$ cat src/design/fsk_modem_cfg.svh
// Constants for the FSK modem interface-control block
`ifndef FSK_MODEM_CFG_SVH
`define FSK_MODEM_CFG_SVH
// -----------------------------------------
// Clock and tick
// -----------------------------------------
`define CLK_NS       32'h0000_0005
`define CLK_HZ       64'h0000_0000_0BEB_C200
`define TICK_NS      32'h0001_86A0
// Tuning-word multiplier, 2^44 / clock rate
`define FTW_MULT     17'((64'h0000_1000_0000_0000) / `CLK_HZ)
`define FTW_SHIFT    12
// -----------------------------------------
// Mode codes
// -----------------------------------------
`define MODE_B103O   4'h0
`define MODE_B103A   4'h1
`define MODE_B202    4'h2
`define MODE_B202EQ  4'h3
`define MODE_V21O    4'h4
`define MODE_V21A    4'h5
`define MODE_V23M2   4'h6
`define MODE_V23M2EQ 4'h7
`define MODE_V23M1   4'h8
`define MODE_V23BKLB 5'h19
// -----------------------------------------
// Frequencies in Hz
// -----------------------------------------
`define HZ_1070 12'h42E
`define HZ_1270 12'h4F6
`define HZ_2025 12'h7E9
`define HZ_2225 12'h8B1
`define HZ_1180 12'h49C
`define HZ_980  12'h3D4
`define HZ_1850 12'h73A
`define HZ_1650 12'h672
`define HZ_1700 12'h6A4
`define HZ_1300 12'h514
`define HZ_2100 12'h834
`define HZ_2200 12'h898
`define HZ_1200 12'h4B0
`define HZ_450  12'h1C2
`define HZ_390  12'h186
`define HZ_387  12'h183
// -----------------------------------------
// Delays in 0.1 ms ticks
// -----------------------------------------
`define T_RCON_300   15'h0823
`define T_RCON_V21   15'h0FA0
`define T_RCON_202   15'h0729
`define T_RCOFF      15'h0005
`define T_BRCON      15'h0337
`define T_CDON_US300 15'h03E8
`define T_CDON_V21   15'h0BF9
`define T_CDON_V23   15'h0086
`define T_CDON_202   15'h00C8
`define T_CDOFF_FULL 15'h012C
`define T_CDOFF_V23  15'h005E
`define T_CDOFF_202  15'h00B4
`define T_BCDON      15'h00D2
`define T_BCDOFF     15'h0127
`define T_SIL_US     15'h32C8
`define T_SIL_CCITT  15'h4A38
`define T_AT_SHORT   15'h4A38
`define T_AT_LONG    15'h7530
`define T_SQ         15'h061B
`define T_STO        15'h00F0
`endif

$ cat src/design/fsk_modem_pkg.sv
// Types shared by the FSK modem interface-control block
package fsk_modem_pkg;
   typedef enum logic [3:0] {
      TX_INIT      = 4'h0,
      TX_IDLE      = 4'h1,
      TX_SIL       = 4'h2,
      TX_ANS       = 4'h3,
      TX_MAIN_WAIT = 4'h4,
      TX_MAIN_ON   = 4'h5,
      TX_MAIN_OFF  = 4'h6,
      TX_BACK_WAIT = 4'h7,
      TX_BACK_ON   = 4'h8,
      TX_BACK_OFF  = 4'h9
   } tx_state_t;
   typedef enum logic [2:0] {
      RX_INIT = 3'h0,
      RX_NONE = 3'h1,
      RX_QUAL = 3'h2,
      RX_PRES = 3'h3,
      RX_LOSS = 3'h4
   } rx_state_t;
   typedef struct packed {
      logic us300;
      logic v21;
      logic v23;
      logic b202;
      logic half;
      logic answer;
      logic loop;
      logic valid;
   } mode_dec_t;
endpackage : fsk_modem_pkg

$ cat src/design/fsk_modem_interface_control.sv
// Interface control of an FSK modem: handshake machines, delays, mode decode
// What this block does
// - Transmit one tone for mark, another for space, phase continuous
// - Mode decode picks transmit tones and transmit/receive filter channels
// - Tone frequencies per mode follow the frequency table
// - Tones within 0.4 Hz of nominal from the master clock
// - Two machines: transmit with auto-answer, and reception
// - Both machines start in initial conditions until terminal ready
// - Terminal ready dropping returns everything to initial conditions within 25 us
// - Initial conditions: grants and carrier flags off, data ignored, receive mark
// - Back channel signals dead in full-duplex modes
// - Full duplex 300 baud; half duplex main and back opposite channels
// - Send grant on after 208.3, 400 or 183.3 ms per mode
// - Send grant off 0.5 ms after request drops
// - Back grant on 82.3 ms after back request in V.23
// - Carrier flag on after mode-dependent qualification time
// - Carrier flag off after mode-dependent loss time
// - Back carrier flag on 17-25 ms, off 21-38 ms
// - Auto-answer silence 1.3 s or 1.9 s before answer tone
// - US 1200 modes send 24 ms soft turn-off tone
// - US 1200 back mode: 387 Hz only with back request low, data high
// - US 1200 back mode: back carrier flag low while 387 Hz received
// - Received data forced to mark whenever possibly invalid
// - Mark is high and logic one, space low and logic zero
// - Five-bit mode code selects modem type; reserved codes unused
`include "fsk_modem_cfg.svh"
module fsk_modem_interface_control #(
   parameter int TICK_CYCLES = `TICK_NS / `CLK_NS,
   parameter int ACC_W       = 32
) (
   input  wire logic       i_clock,
   input  wire logic       i_sys_rst,
   input  wire logic       i_terminal_ready_n,
   input  wire logic       i_send_request_n,
   input  wire logic       i_back_send_request_n,
   input  wire logic       i_main_tx_serial,
   input  wire logic       i_back_tx_serial,
   input  wire logic       i_ring_n,
   input  wire logic [4:0] i_modem_type_select,
   input  wire logic       i_main_carrier_valid,
   input  wire logic       i_back_carrier_valid,
   input  wire logic       i_main_demod_data,
   input  wire logic       i_back_demod_data,
   output logic            o_send_grant_n,
   output logic            o_back_send_grant_n,
   output logic            o_main_carrier_present_n,
   output logic            o_back_carrier_present_n,
   output logic            o_main_rx_serial,
   output logic            o_back_rx_serial,
   output logic            o_tx_tone_on,
   output logic [7:0]      o_tx_phase,
   output logic            o_tx_back_channel,
   output logic            o_rx_back_channel
);
   // -----------------------------------------
   // Mode decode
   // -----------------------------------------
   fsk_modem_pkg::mode_dec_t mdec;
   logic [3:0]               base;
   logic                     dtr_on;
   assign dtr_on = !i_terminal_ready_n;
   assign base   = i_modem_type_select[3:0];
   assign mdec.us300  = (base == `MODE_B103O) || (base == `MODE_B103A);
   assign mdec.v21    = (base == `MODE_V21O) || (base == `MODE_V21A);
   assign mdec.b202   = (base == `MODE_B202) || (base == `MODE_B202EQ);
   assign mdec.v23    = (base == `MODE_V23M2) || (base == `MODE_V23M2EQ)
                     || (base == `MODE_V23M1)
                     || (i_modem_type_select == `MODE_V23BKLB);
   // Half duplex covers the 1200/600 baud families
   assign mdec.half   = mdec.v23 || mdec.b202;
   assign mdec.answer = (base == `MODE_B103A) || (base == `MODE_V21A) || mdec.half;
   assign mdec.loop   = i_modem_type_select[4];
   assign mdec.valid  = mdec.us300 || mdec.v21 || mdec.half;

   // -----------------------------------------
   // Per-mode delays
   // -----------------------------------------
   logic [14:0] t_rcon;
   logic [14:0] t_sil;
   logic [14:0] t_at;
   logic [14:0] t_end;
   logic [14:0] t_on;
   logic [14:0] t_off;
   logic        rx_chan_reg;
   assign t_rcon = mdec.v21 ? `T_RCON_V21 : mdec.b202 ? `T_RCON_202 : `T_RCON_300;
   assign t_sil  = (mdec.us300 || mdec.b202) ? `T_SIL_US : `T_SIL_CCITT;
   assign t_at   = (mdec.us300 || mdec.b202) ? `T_AT_SHORT : `T_AT_LONG;
   assign t_end  = mdec.half ? `T_SQ : `T_RCOFF;
   assign t_on   = rx_chan_reg ? `T_BCDON : mdec.us300 ? `T_CDON_US300
                 : mdec.v21 ? `T_CDON_V21 : mdec.v23 ? `T_CDON_V23 : `T_CDON_202;
   assign t_off  = rx_chan_reg ? `T_BCDOFF : mdec.half
                 ? (mdec.v23 ? `T_CDOFF_V23 : `T_CDOFF_202) : `T_CDOFF_FULL;

   // -----------------------------------------
   // Transmit and answer machine
   // -----------------------------------------
   fsk_modem_pkg::tx_state_t tx_state_reg;
   fsk_modem_pkg::tx_state_t tx_state_next;
   logic [14:0]              tx_cnt_reg;
   logic [31:0]              tx_pre_reg;
   logic                     tx_tick;
   logic                     ans_flag_reg;
   logic                     main_act;
   logic                     answering;
   logic                     squelch;
   assign tx_tick   = (tx_pre_reg == 32'(TICK_CYCLES - 1));
   assign main_act  = (tx_state_reg == fsk_modem_pkg::TX_MAIN_WAIT)
                   || (tx_state_reg == fsk_modem_pkg::TX_MAIN_ON);
   assign answering = (tx_state_reg == fsk_modem_pkg::TX_SIL)
                   || (tx_state_reg == fsk_modem_pkg::TX_ANS);
   assign squelch   = (tx_state_reg == fsk_modem_pkg::TX_MAIN_OFF) && mdec.half;

   always_comb
   begin
      tx_state_next = tx_state_reg;
      if (!dtr_on || !mdec.valid)
         tx_state_next = fsk_modem_pkg::TX_INIT;
      else
         case (tx_state_reg)
            fsk_modem_pkg::TX_INIT: tx_state_next = fsk_modem_pkg::TX_IDLE;
            fsk_modem_pkg::TX_IDLE:
               if (!i_send_request_n)
                  tx_state_next = fsk_modem_pkg::TX_MAIN_WAIT;
               else if (mdec.half && !i_back_send_request_n)
                  tx_state_next = fsk_modem_pkg::TX_BACK_WAIT;
               else if (!i_ring_n && mdec.answer && !mdec.loop && !ans_flag_reg)
                  tx_state_next = fsk_modem_pkg::TX_SIL;
            fsk_modem_pkg::TX_SIL:
               if (tx_cnt_reg >= t_sil)
                  tx_state_next = fsk_modem_pkg::TX_ANS;
            fsk_modem_pkg::TX_ANS:
               if (tx_cnt_reg >= t_at)
                  tx_state_next = fsk_modem_pkg::TX_IDLE;
            fsk_modem_pkg::TX_MAIN_WAIT:
               if (i_send_request_n)
                  tx_state_next = fsk_modem_pkg::TX_MAIN_OFF;
               else if (tx_cnt_reg >= t_rcon)
                  tx_state_next = fsk_modem_pkg::TX_MAIN_ON;
            fsk_modem_pkg::TX_MAIN_ON:
               if (i_send_request_n)
                  tx_state_next = fsk_modem_pkg::TX_MAIN_OFF;
            fsk_modem_pkg::TX_MAIN_OFF:
               if (tx_cnt_reg >= t_end)
                  tx_state_next = fsk_modem_pkg::TX_IDLE;
            fsk_modem_pkg::TX_BACK_WAIT:
               if (i_back_send_request_n)
                  tx_state_next = fsk_modem_pkg::TX_BACK_OFF;
               else if (mdec.b202 || tx_cnt_reg >= `T_BRCON)
                  tx_state_next = fsk_modem_pkg::TX_BACK_ON;
            fsk_modem_pkg::TX_BACK_ON:
               if (i_back_send_request_n)
                  tx_state_next = fsk_modem_pkg::TX_BACK_OFF;
            fsk_modem_pkg::TX_BACK_OFF:
               if (tx_cnt_reg >= `T_RCOFF)
                  tx_state_next = fsk_modem_pkg::TX_IDLE;
            default: tx_state_next = fsk_modem_pkg::TX_INIT;
         endcase
   end

   // -----------------------------------------
   // Tone selection and synthesis
   // -----------------------------------------
   logic [11:0] hz_main;
   logic [11:0] hz_ans;
   logic [11:0] hz_back;
   logic [11:0] hz_sel;
   logic        tone_next;
   logic [28:0] ftw_prod;
   logic [31:0] acc_reg;
   // High on the data input is mark
   assign hz_main = (base == `MODE_B103O) ? (i_main_tx_serial ? `HZ_1270 : `HZ_1070)
                  : (base == `MODE_B103A) ? (i_main_tx_serial ? `HZ_2225 : `HZ_2025)
                  : (base == `MODE_V21O)  ? (i_main_tx_serial ? `HZ_980  : `HZ_1180)
                  : (base == `MODE_V21A)  ? (i_main_tx_serial ? `HZ_1650 : `HZ_1850)
                  : (base == `MODE_V23M1) ? (i_main_tx_serial ? `HZ_1300 : `HZ_1700)
                  : mdec.v23              ? (i_main_tx_serial ? `HZ_1300 : `HZ_2100)
                  : (i_main_tx_serial ? `HZ_1200 : `HZ_2200);
   assign hz_ans  = mdec.us300 ? `HZ_2225 : mdec.b202 ? `HZ_2025 : `HZ_2100;
   // US 1200 back channel is on/off keyed 387 Hz
   assign hz_back = mdec.b202 ? `HZ_387 : (i_back_tx_serial ? `HZ_390 : `HZ_450);
   assign hz_sel  = (tx_state_reg == fsk_modem_pkg::TX_ANS) ? hz_ans
                  : (tx_state_reg == fsk_modem_pkg::TX_MAIN_OFF) ? `HZ_1200
                  : ((tx_state_reg == fsk_modem_pkg::TX_BACK_WAIT)
                  || (tx_state_reg == fsk_modem_pkg::TX_BACK_ON)) ? hz_back : hz_main;
   // Soft turn-off tone in US 1200 modes
   assign tone_next = main_act || (tx_state_reg == fsk_modem_pkg::TX_ANS)
                   || (squelch && mdec.b202 && tx_cnt_reg < `T_STO)
                   || ((tx_state_reg == fsk_modem_pkg::TX_BACK_WAIT
                   || tx_state_reg == fsk_modem_pkg::TX_BACK_ON)
                   && (!mdec.b202 || i_back_tx_serial));
   // Fine tuning word keeps the error far under 0.4 Hz
   assign ftw_prod = 29'(hz_sel) * 29'(`FTW_MULT);

   // -----------------------------------------
   // Reception machine
   // -----------------------------------------
   fsk_modem_pkg::rx_state_t rx_state_reg;
   fsk_modem_pkg::rx_state_t rx_state_next;
   logic [14:0]              rx_cnt_reg;
   logic [31:0]              rx_pre_reg;
   logic                     rx_tick;
   logic                     rx_back;
   logic                     carrier;
   logic                     present;
   logic                     main_cd_on;
   logic                     back_cd_on;
   // In half duplex, receive filter on the back channel while main transmits or answers
   assign rx_back = mdec.half && (main_act || answering);
   assign carrier = rx_chan_reg ? i_back_carrier_valid : i_main_carrier_valid;
   assign rx_tick = (rx_pre_reg == 32'(TICK_CYCLES - 1));
   assign present = (rx_state_reg == fsk_modem_pkg::RX_PRES)
                 || (rx_state_reg == fsk_modem_pkg::RX_LOSS);
   // Clamp the carrier flags outside valid reception
   assign main_cd_on = present && !rx_chan_reg && !squelch && !answering;
   // Back flag only in half duplex
   assign back_cd_on = present && rx_chan_reg && mdec.half;

   always_comb
   begin
      rx_state_next = rx_state_reg;
      // Held in initial conditions until terminal ready
      if (!dtr_on || !mdec.valid)
         rx_state_next = fsk_modem_pkg::RX_INIT;
      else if (rx_back != rx_chan_reg)
         rx_state_next = fsk_modem_pkg::RX_NONE;
      else
         case (rx_state_reg)
            fsk_modem_pkg::RX_INIT: rx_state_next = fsk_modem_pkg::RX_NONE;
            fsk_modem_pkg::RX_NONE:
               if (carrier)
                  rx_state_next = fsk_modem_pkg::RX_QUAL;
            // Back and main qualification share this path
            fsk_modem_pkg::RX_QUAL:
               if (!carrier)
                  rx_state_next = fsk_modem_pkg::RX_NONE;
               else if (rx_cnt_reg >= t_on)
                  rx_state_next = fsk_modem_pkg::RX_PRES;
            fsk_modem_pkg::RX_PRES:
               if (!carrier)
                  rx_state_next = fsk_modem_pkg::RX_LOSS;
            fsk_modem_pkg::RX_LOSS:
               if (carrier)
                  rx_state_next = fsk_modem_pkg::RX_PRES;
               else if (rx_cnt_reg >= t_off)
                  rx_state_next = fsk_modem_pkg::RX_NONE;
            default: rx_state_next = fsk_modem_pkg::RX_INIT;
         endcase
   end

   // -----------------------------------------
   // Registers
   // -----------------------------------------
   logic grant_next;
   logic bgrant_next;
   // Grant holds through the off delay
   assign grant_next  = (tx_state_reg == fsk_modem_pkg::TX_MAIN_ON) ? 1'b0
                      : (tx_state_reg == fsk_modem_pkg::TX_MAIN_OFF && tx_cnt_reg < `T_RCOFF)
                      ? o_send_grant_n : 1'b1;
   assign bgrant_next = (tx_state_reg == fsk_modem_pkg::TX_BACK_ON && mdec.v23) ? 1'b0
                      : (tx_state_reg == fsk_modem_pkg::TX_BACK_OFF && tx_cnt_reg < `T_RCOFF)
                      ? o_back_send_grant_n : 1'b1;

   // Counters restart on every state change so delays start exact
   always_ff @(posedge i_clock or posedge i_sys_rst)
   begin
      if (i_sys_rst)
      begin
         tx_state_reg <= fsk_modem_pkg::TX_INIT;
         tx_cnt_reg   <= 15'h0000;
         tx_pre_reg   <= 32'h0000_0000;
      end
      else
      begin
         tx_state_reg <= tx_state_next;
         tx_pre_reg   <= (tx_state_next != tx_state_reg || tx_tick) ? 32'h0000_0000
                                                                     : tx_pre_reg + 32'h1;
         tx_cnt_reg   <= (tx_state_next != tx_state_reg) ? 15'h0000
                       : tx_cnt_reg + {14'h0000, tx_tick};
      end
   end

   always_ff @(posedge i_clock or posedge i_sys_rst)
   begin
      if (i_sys_rst)
      begin
         rx_state_reg <= fsk_modem_pkg::RX_INIT;
         rx_chan_reg  <= 1'b0;
         rx_cnt_reg   <= 15'h0000;
         rx_pre_reg   <= 32'h0000_0000;
      end
      else
      begin
         rx_state_reg <= rx_state_next;
         rx_chan_reg  <= rx_back;
         rx_pre_reg   <= (rx_state_next != rx_state_reg || rx_tick) ? 32'h0000_0000
                                                                     : rx_pre_reg + 32'h1;
         rx_cnt_reg   <= (rx_state_next != rx_state_reg) ? 15'h0000
                       : rx_cnt_reg + {14'h0000, rx_tick};
      end
   end

   // Answer flag blocks a second auto-answer until terminal ready cycles
   always_ff @(posedge i_clock or posedge i_sys_rst)
   begin
      if (i_sys_rst)
         ans_flag_reg <= 1'b0;
      else if (tx_state_reg == fsk_modem_pkg::TX_SIL)
         ans_flag_reg <= 1'b1;
      else if (!dtr_on)
         ans_flag_reg <= 1'b0;
   end

   // Accumulator never reloads, so tone switches keep phase
   always_ff @(posedge i_clock or posedge i_sys_rst)
   begin
      if (i_sys_rst)
         acc_reg <= 32'h0000_0000;
      else
         acc_reg <= acc_reg + {15'h0000, ftw_prod[28:`FTW_SHIFT]};
   end

   always_ff @(posedge i_clock or posedge i_sys_rst)
   begin
      if (i_sys_rst)
      begin
         o_send_grant_n           <= 1'b1;
         o_back_send_grant_n      <= 1'b1;
         o_main_carrier_present_n <= 1'b1;
         o_back_carrier_present_n <= 1'b1;
         o_main_rx_serial         <= 1'b1;
         o_back_rx_serial         <= 1'b1;
         o_tx_tone_on             <= 1'b0;
         o_tx_phase               <= 8'h00;
         o_tx_back_channel        <= 1'b0;
         o_rx_back_channel        <= 1'b0;
      end
      else
      begin
         o_send_grant_n           <= grant_next;
         o_back_send_grant_n      <= bgrant_next;
         o_main_carrier_present_n <= !main_cd_on;
         // Low while the back tone is qualified
         o_back_carrier_present_n <= !back_cd_on;
         // Mark whenever data may be invalid
         o_main_rx_serial         <= main_cd_on ? i_main_demod_data : 1'b1;
         o_back_rx_serial         <= (back_cd_on && mdec.v23) ? i_back_demod_data : 1'b1;
         o_tx_tone_on             <= tone_next;
         o_tx_phase               <= acc_reg[ACC_W-1 -: 8];
         o_tx_back_channel        <= mdec.half && !main_act && !answering;
         o_rx_back_channel        <= rx_back;
      end
   end
endmodule : fsk_modem_interface_control

$ cat config.mk
export PLATFORM = sky130hd
export DESIGN_NAME = fsk_modem_interface_control
export DESIGN_NICKNAME = d
export VERILOG_FILES = /design/src/design/fsk_modem_pkg.sv /design/src/design/fsk_modem_interface_control.sv
export VERILOG_INCLUDE_DIRS = /design/src /design/src/design
export SDC_FILE = /design/constraint.sdc
export NUM_CORES = 1
export LEC_CHECK = 0
export BUFFER_PORTS_ARGS = -buffer_cell sky130_fd_sc_hd__buf_2
export CAP_MARGIN = 30
export CORE_AREA = 2 2 195 197
export DETAILED_ROUTE_END_ITERATION = 7
export DIE_AREA = 0 0 197 199
export PLACE_DENSITY = 0.51
export SYNTH_ARGS = -nofsm -noshare
export SYNTH_HDL_FRONTEND = slang
export SYNTH_SLANG_ARGS = --single-unit
$ cat constraint.sdc
create_clock -name i_clock -period 8.55 [get_ports i_clock]
set_input_delay 0.4275 -clock i_clock [delete_from_list [all_inputs] [get_ports i_clock]]
set_output_delay 0.4275 -clock i_clock [all_outputs]
set_load 0.05 [all_outputs]
==> Yosys cells after proc, flatten, opt, wreduce, memory -nomap -nowiden <==
Cells that the tools add are included.
{ "word_totals": {"ff_bits": 151, "input_bits": 17, "out_inout_bits": 17, "wordCells": 193} }
{ "classes": {"add_sub_neg": 5, "n_mul": 1, "n_lt_le_gt_ge": 10, "eq_ne": 29, "muxes": 69, "n_reduce_logical": 61} }
{ "ops": {"columns": ["cell", "count"], "rows": [
  ["12-bit 2-to-1 mux", 19],
  ["32-bit by 1-bit adder with 32-bit output, second input constant", 2],
  ["32-bit by 15-bit equality test with 1-bit output, second input constant", 2],
  ["32-bit 2-to-1 mux", 2],
  ["4-bit 2-to-1 mux", 14],
  ["15-bit 2-to-1 mux", 3],
  ["4-bit one-hot mux with 10 select lines", 1],
  ["32-bit by 17-bit adder with 32-bit output", 1],
  ["4-bit by 3-bit equality test with 1-bit output, second input constant", 8],
  ["15-bit by 1-bit adder with 15-bit output", 2],
  ["15-bit by 12-bit greater-or-equal comparator with 1-bit output", 2],
  ["15-bit greater-or-equal comparator", 2],
  ["9-bit 2-to-1 mux", 3],
  ["12-bit by 14-bit multiplier with 26-bit output, second input constant", 1],
  ["1-bit logical OR", 25],
  ["3-bit 2-to-1 mux", 8],
  ["11-bit 2-to-1 mux", 2],
  ["7-bit 2-to-1 mux", 3],
  ["1-bit logical AND", 20],
  ["4-bit by 2-bit equality test with 1-bit output, second input constant", 4],
  ["8-bit 2-to-1 mux", 2],
  ["15-bit by 10-bit greater-or-equal comparator with 1-bit output, second input constant", 1],
  ["15-bit by 11-bit greater-or-equal comparator with 1-bit output", 1],
  ["15-bit by 3-bit greater-or-equal comparator with 1-bit output, second input constant", 1],
  ["other kinds (21)", 46]
]} }

==> Logic depth before layout (Yosys ltp) <==
{ "logic_depth": {"word_depth": 17, "ltp_mapped": 40, "depth_no_buf": 38} }

==> Worst setup path after synthesis <==
No wires, ideal clock.
{ "synth_path": {"kind": "input to register", "from": "in i_modem_type_select[2]", "to": "reg acc_reg[20]", "setup_ns": 0.126, "t_arrival_ns": 8.409, "required_time_ns": 8.424, "path_slack_ns": 0.015, "path_stages": 37, "n_path_buf": 1, "path_cell_list": "clkbuf_1 > nor2b_1 > nand2_1 > o21ai_1 > inv_1 > ha_1 > inv_1 > a21oi_1 > o221a_2 > or2_2 > inv_1 > fa_1 > inv_1 > fa_1 > inv_1 > ha_1 > fa_1 > inv_1 > fa_1 > inv_1 > ha_1 > a21o_1 > a21oi_1 > nand2_1 > o21ai_0 > a21boi_0 > o21a_1 > nor2_1 > ha_1 > a2111oi_0 > o211a_1 > a2111oi_0 > nor2_1 > o211ai_1 > o41ai_1 > nor2b_1 > xor2_1"} }
{ "synth_via": {"elab_chain_len": 15, "elab_cells_between_ends": 29, "classes_between": "add/sub: 1; mul: 1; eq/ne: 9; mux: 12; reduce/logical: 6"} }
{ "synth_rtl": {"columns": ["element", "line_no", "rtl"], "rows": [
  ["start, declared", "fsk_modem_interface_control.sv:39", "input wire logic [4:0] i_modem_type_select,"],
  ["4-bit by 3-bit equality test with 1-bit output (no line)", null, null],
  ["1-bit logical OR (3 in series)", "fsk_modem_interface_control.sv:66", "assign mdec.v23 = (base == `MODE_V23M2) || (base == `MODE_V23M2EQ)"],
  ["12-bit 2-to-1 mux", "fsk_modem_interface_control.sv:176", ": mdec.v23 ? (i_main_tx_serial ? `HZ_1300 : `HZ_2100)"],
  ["12-bit 2-to-1 mux", "fsk_modem_interface_control.sv:175", ": (base == `MODE_V23M1) ? (i_main_tx_serial ? `HZ_1300 : `HZ_1700)"],
  ["12-bit 2-to-1 mux", "fsk_modem_interface_control.sv:174", ": (base == `MODE_V21A) ? (i_main_tx_serial ? `HZ_1650 : `HZ_1850)"],
  ["12-bit 2-to-1 mux", "fsk_modem_interface_control.sv:173", ": (base == `MODE_V21O) ? (i_main_tx_serial ? `HZ_980 : `HZ_1180)"],
  ["12-bit 2-to-1 mux", "fsk_modem_interface_control.sv:172", ": (base == `MODE_B103A) ? (i_main_tx_serial ? `HZ_2225 : `HZ_2025)"],
  ["12-bit 2-to-1 mux", "fsk_modem_interface_control.sv:171", "assign hz_main = (base == `MODE_B103O) ? (i_main_tx_serial ? `HZ_1270 : `HZ_1070)"],
  ["12-bit 2-to-1 mux", "fsk_modem_interface_control.sv:184", "|| (tx_state_reg == fsk_modem_pkg::TX_BACK_ON)) ? hz_back : hz_main;"],
  ["12-bit 2-to-1 mux", "fsk_modem_interface_control.sv:182", ": (tx_state_reg == fsk_modem_pkg::TX_MAIN_OFF) ? `HZ_1200"],
  ["12-bit 2-to-1 mux *", "fsk_modem_interface_control.sv:181", "assign hz_sel = (tx_state_reg == fsk_modem_pkg::TX_ANS) ? hz_ans"],
  ["12-bit by 14-bit multiplier with 26-bit output *", "fsk_modem_interface_control.sv:192", "assign ftw_prod = 29'(hz_sel) * 29'(`FTW_MULT);"],
  ["32-bit by 17-bit adder with 32-bit output *", "fsk_modem_interface_control.sv:319", "acc_reg <= acc_reg + {15'h0000, ftw_prod[28:`FTW_SHIFT]};"],
  ["end signal, assigned", "fsk_modem_interface_control.sv:319", null],
  ["end, declared", "fsk_modem_interface_control.sv:169", "logic [31:0] acc_reg;"]
]} }
Mark *: on every way between the ends. The rest lies on a longest branch, timed or not.
A chain may end at the register's enable or synchronous reset.

==> Final worst setup path <==
{ "layout_path": {"from": "reg tx_state_reg[1]", "to": "reg acc_reg[28]"} }
{ "layout_via": {"elab_chain_len": 7, "elab_cells_between_ends": 10, "classes_between": "add/sub: 1; mul: 1; eq/ne: 4; mux: 3; reduce/logical: 1"} }
{ "layout_rtl": {"columns": ["element", "line_no", "rtl"], "rows": [
  ["start, declared", "fsk_modem_interface_control.sv:97", "fsk_modem_pkg::tx_state_t tx_state_reg;"],
  ["start signal, assigned", "fsk_modem_interface_control.sv:268", "tx_state_reg <= fsk_modem_pkg::TX_INIT;"],
  ["start signal, assigned", "fsk_modem_interface_control.sv:274", "tx_state_reg <= tx_state_next;"],
  ["4-bit by 3-bit equality test with 1-bit output or 4-bit equality test (tied branches)", "fsk_modem_interface_control.sv:183, fsk_modem_interface_control.sv:184", null],
  ["1-bit logical OR", "fsk_modem_interface_control.sv:184", null],
  ["12-bit 2-to-1 mux", "fsk_modem_interface_control.sv:184", null],
  ["12-bit 2-to-1 mux", "fsk_modem_interface_control.sv:182", null],
  ["12-bit 2-to-1 mux *", "fsk_modem_interface_control.sv:181", null],
  ["12-bit by 14-bit multiplier with 26-bit output *", "fsk_modem_interface_control.sv:192", null],
  ["32-bit by 17-bit adder with 32-bit output *", "fsk_modem_interface_control.sv:319", null]
]} }
Marks and branches as above.

==> impl_results.rst <==
.. list-table::
   :header-rows: 1

   * - Metric
     - Value
   * - Detailed Place HPWL
     - 21500 microns
   * - TritonCTS clock tree
     - built
   * - CTS clock-pin slew for the worst setup and hold paths
     - 60 ps
   * - Worst Reg-to-Reg Cells
     - 33
   * - Fin worst setup slack
     - 565 ps
   * - Share of async-settable or async-resettable flops after synthesis
     - 100%
   * - Top cell type by total area after synthesis
     - sky130_fd_sc_hd__dfrtp_1
   * - H-tree levels
     - 4
   * - Antenna violations before repair
     - 4
   * - Post-synthesis to final-layout area growth
     - 12.1%
   * - Library cell used as clock root buffer
     - sky130_fd_sc_hd__clkbuf_16
   * - Number of distinct library cells after synthesis
     - 67
   * - Data required time at the worst endpoint
     - 8880 ps
   * - Crit Reg-Reg Endpoint
     - acc_reg[28]
   * - Critical setup path kind
     - register to register
   * - Via total after detailed routing
     - 9985
   * - Final hold vios
     - 0
   * - Prevailing post-synth register cell
     - sky130_fd_sc_hd__dfrtp_1
   * - Synth Area per Inst
     - 8.85 sq um
   * - Share of the clock period used by the worst path
     - 93.4%
   * - R2r setup slk
     - 560 ps
   * - Placed instance count
     - 1951
   * - Die outline width
     - 197 microns
   * - I/O pin count
     - 34
   * - Switching power of the nets
     - 2480 uW
   * - Most frequent cells in the layout
     - sky130_fd_sc_hd__nand2_1, sky130_fd_sc_hd__nor2_1, sky130_fd_sc_hd__ha_1, sky130_fd_sc_hd__dfrtp_1, sky130_fd_sc_hd__inv_1
   * - Internal power contribution
     - 3020 uW
   * - Area fraction of the dominant cell type after synthesis
     - 28.3%
   * - Setup repair after global routing missed its margin
     - no
   * - Maximum cell stage delay along the critical path
     - 550 ps
   * - Maximum ir drop on the vdd rail
     - 436 uV
   * - Global-route wire length before repair
     - 50500 microns
   * - Largest fanout on the critical path
     - 14
   * - Max clock buf depth
     - 2
   * - Height of the chip
     - 199 microns
   * - Clock insertion delay at the later pin of the skew report
     - 450 ps
   * - Aggregate global-route resource usage
     - 16.0%
   * - Critical Path Sink Type
     - register
   * - Yosys warning total
     - 0
   * - Top cells by area in the synthesized netlist
     - sky130_fd_sc_hd__dfrtp_1, sky130_fd_sc_hd__ha_1, sky130_fd_sc_hd__fa_1
   * - Final max-slew violation count
     - 0
   * - Post-route worst hold slack
     - 122 ps
   * - Post-detailed-routing wire length
     - 28900 microns
   * - Overflow left after global routing
     - 0
   * - Reg-to-Reg Start
     - tx_state_reg[1]
   * - Actual slew at the worst max-slew pin
     - 804 ps
   * - Site row count
     - 71
   * - Part of the Yosys area used for sequential elements
     - 29.5%
   * - Count of nets after finishing
     - 1724
   * - TritonCTS sink count
     - 151
   * - Sequential share of power
     - 16.2%
   * - Setup TNS after final layout
     - 0 ps
   * - Count of mapped cells out of synthesis
     - 1448
   * - Via density
     - 5.02
   * - Port Buffers
     - 33
   * - Post-route insts no fill
     - 1988
   * - Slew HR
     - 45.9%
   * - Type of the most critical hold path
     - input pin to async pin
   * - Power density cells
     - 383 nW/um^2
   * - Logic pwr share
     - 69.4%
   * - Result of the run
     - finished clean
   * - Post-Syn Nets
     - 1675
   * - Switching share of power
     - 45.1%
   * - Number of CTS-inserted buffers
     - 17
   * - Fraction of layout cells with a size suffix above 1
     - 8.48%
   * - Peak Freq
     - 125 MHz
   * - Master of the slowest instance on the critical path
     - sky130_fd_sc_hd__fa_1
   * - Number of remaining DRC errors
     - 0
   * - Final Critical Period
     - 7990 ps
   * - Static Leakage
     - 0.00702 uW
   * - Clock network power share
     - 14.4%
   * - First-pass detailed-route iteration total
     - 5
   * - Kind of start point of the critical path
     - register
   * - Initial cell density of the core
     - 34.5%
   * - Arr. time, crit path
     - 8310 ps
   * - Antenna viol nets, final
     - 0
   * - Max-cap check violation count
     - 0
   * - Maximum number of pins on one net before global-route repair
     - 81
   * - Post-synthesis instance area
     - 12800 sq um
   * - Hold buffers post-CTS
     - 0
   * - Number of flops mapped to enable cells by yosys
     - 0
   * - Area of the die
     - 39200 sq um
   * - Core outline area
     - 37100 sq um
   * - # setup viols final
     - 0
   * - Cell with the most instances on the worst path
     - sky130_fd_sc_hd__nor2_1
   * - Synthesis-stage register bit count
     - 151
   * - Routability-driven placement congestion ratio
     - 0.864
   * - Vias in the first global route
     - 10200
   * - DRC marker count from the first detailed-route iteration
     - 442
   * - Total of fill cells in the finished design
     - 3811
   * - Clock skew
     - 10.8 ps
   * - Post-placement setup slack
     - 34.7 ps
   * - Average wire per standard cell
     - 14.5 microns
   * - Leading cell type in the layout, fill and taps excluded
     - sky130_fd_sc_hd__nand2_1
==> per-layer routing <==
layer | global-route usage [%] | part of all wire [%] | up-vias
met5 | 0 | 0 | -
met4 | 4.90 | 1.7 | 0
met1 | 20.8 | 48 | 4826
li1 | - | - | 5028
met3 | 3.20 | 3.1 | 31
met2 | 26.8 | 47 | 100
==> cells by family after synthesis <==
| kind of cell | count (synthesis) | synth area share, % |
|---|---|---|
| AOI/OAI and AO/OA | 204 | 10.8 |
| buffers and inverters | 179 | 5.36 |
| DFF | 151 | 29.5 |
| muxes | 2 | 0.166 |
| adders and majority gates | 210 | 23.9 |
| xor gates and xnor gates | 127 | 8.68 |
| and+or+nand+nor | 575 | 21.5 |
==> power by group through the flow <==
| stage | sequential [uW] | combinational, uW | clock [uW] |
|---|---|---|---|
| after floorplan | 896 | 3090 | 0 |
| after global placement | 904 | 3790 | 0 |
| after detailed placement | 903 | 3800 | 0 |
| after CTS | 891 | 3830 | 825 |
| after global routing | 901 | 4440 | 852 |
| final | 891 | 3820 | 792 |
==> critical path, delay by kind of cell, from the launching register on <==
family                     cells  cell delay [ps]
xor gates and xnor gates       1              130
and+or+nand+nor               10             1530
DFF                            1              380
adders and majority gates      7             2930
AOI/OAI and AO/OA              9             2120
buffers and inverters          6              780
==> timing repair <==
action                     4_1_cts  5_1_grt
setup endpoints to repair        0       16
setup buffers                    0        0
resized for setup                0        9
==> worst max-delay path by stage <==
stage,startpoint,to,cells past startpoint
2_1_floorplan,i_modem_type_select[2],acc_reg[20],37
3_3_place_gp,i_modem_type_select[1],acc_reg[24],38
3_5_place_dp,i_modem_type_select[1],acc_reg[26],38
4_1_cts,tx_state_reg[2],acc_reg[26],33
5_1_grt,tx_state_reg[1],acc_reg[24],33
6_report,tx_state_reg[1],acc_reg[28],33
==> through the flow <==
stage | instance area, sq um | utilization [%] | total power, uW
3_3_place_gp | 13700 | 36.9 | 4690
2_1_floorplan | 12800 | - | 3990
6_report | 14400 | 38.7 | 5500
3_5_place_dp | 13700 | 36.9 | 4710
4_1_cts | 14300 | 38.5 | 5550
5_1_grt | 14400 | 38.7 | 6190
==> Yosys cell counts (8+ instances only) <==
cell type / count
sky130_fd_sc_hd__nand4_1: 10
sky130_fd_sc_hd__a211oi_1: 10
sky130_fd_sc_hd__o211ai_1: 8
sky130_fd_sc_hd__nor3_1: 32
sky130_fd_sc_hd__nand2b_1: 14
sky130_fd_sc_hd__a31oi_1: 10
sky130_fd_sc_hd__and3_1: 27
sky130_fd_sc_hd__inv_1: 138
sky130_fd_sc_hd__nand3_1: 50
sky130_fd_sc_hd__nand2_1: 171
sky130_fd_sc_hd__or3_1: 8
sky130_fd_sc_hd__or2_2: 8
sky130_fd_sc_hd__fa_1: 59
sky130_fd_sc_hd__ha_1: 151
sky130_fd_sc_hd__xor2_1: 46
sky130_fd_sc_hd__and2_1: 11
sky130_fd_sc_hd__dfrtp_1: 145
sky130_fd_sc_hd__nor2_1: 165
sky130_fd_sc_hd__xnor2_1: 81
sky130_fd_sc_hd__a21oi_1: 41
sky130_fd_sc_hd__clkbuf_1: 26
sky130_fd_sc_hd__nor4b_1: 11
sky130_fd_sc_hd__buf_2: 12
sky130_fd_sc_hd__nor2b_1: 21
sky130_fd_sc_hd__and4_1: 8
sky130_fd_sc_hd__o21ai_0: 48
sky130_fd_sc_hd__a21o_1: 17
sky130_fd_sc_hd__o21a_1: 16
sky130_fd_sc_hd__nor4_1: 16
sky130_fd_sc_hd__nor4bb_1: 9
==> cell type report <==
type                       instances  area [sq um]  area share, %
antenna                            4          10.0         0.0697
inverter                         139           527           3.67
timing repair buffer              70           460           3.20
clock inverter                    12           140          0.975
tap                              474           593           4.13
multi-input combinational       1118          8380           58.4
clock buffer                      20           467           3.25
sequential                       151          3790           26.4
(Power assumes the default switching activity.)
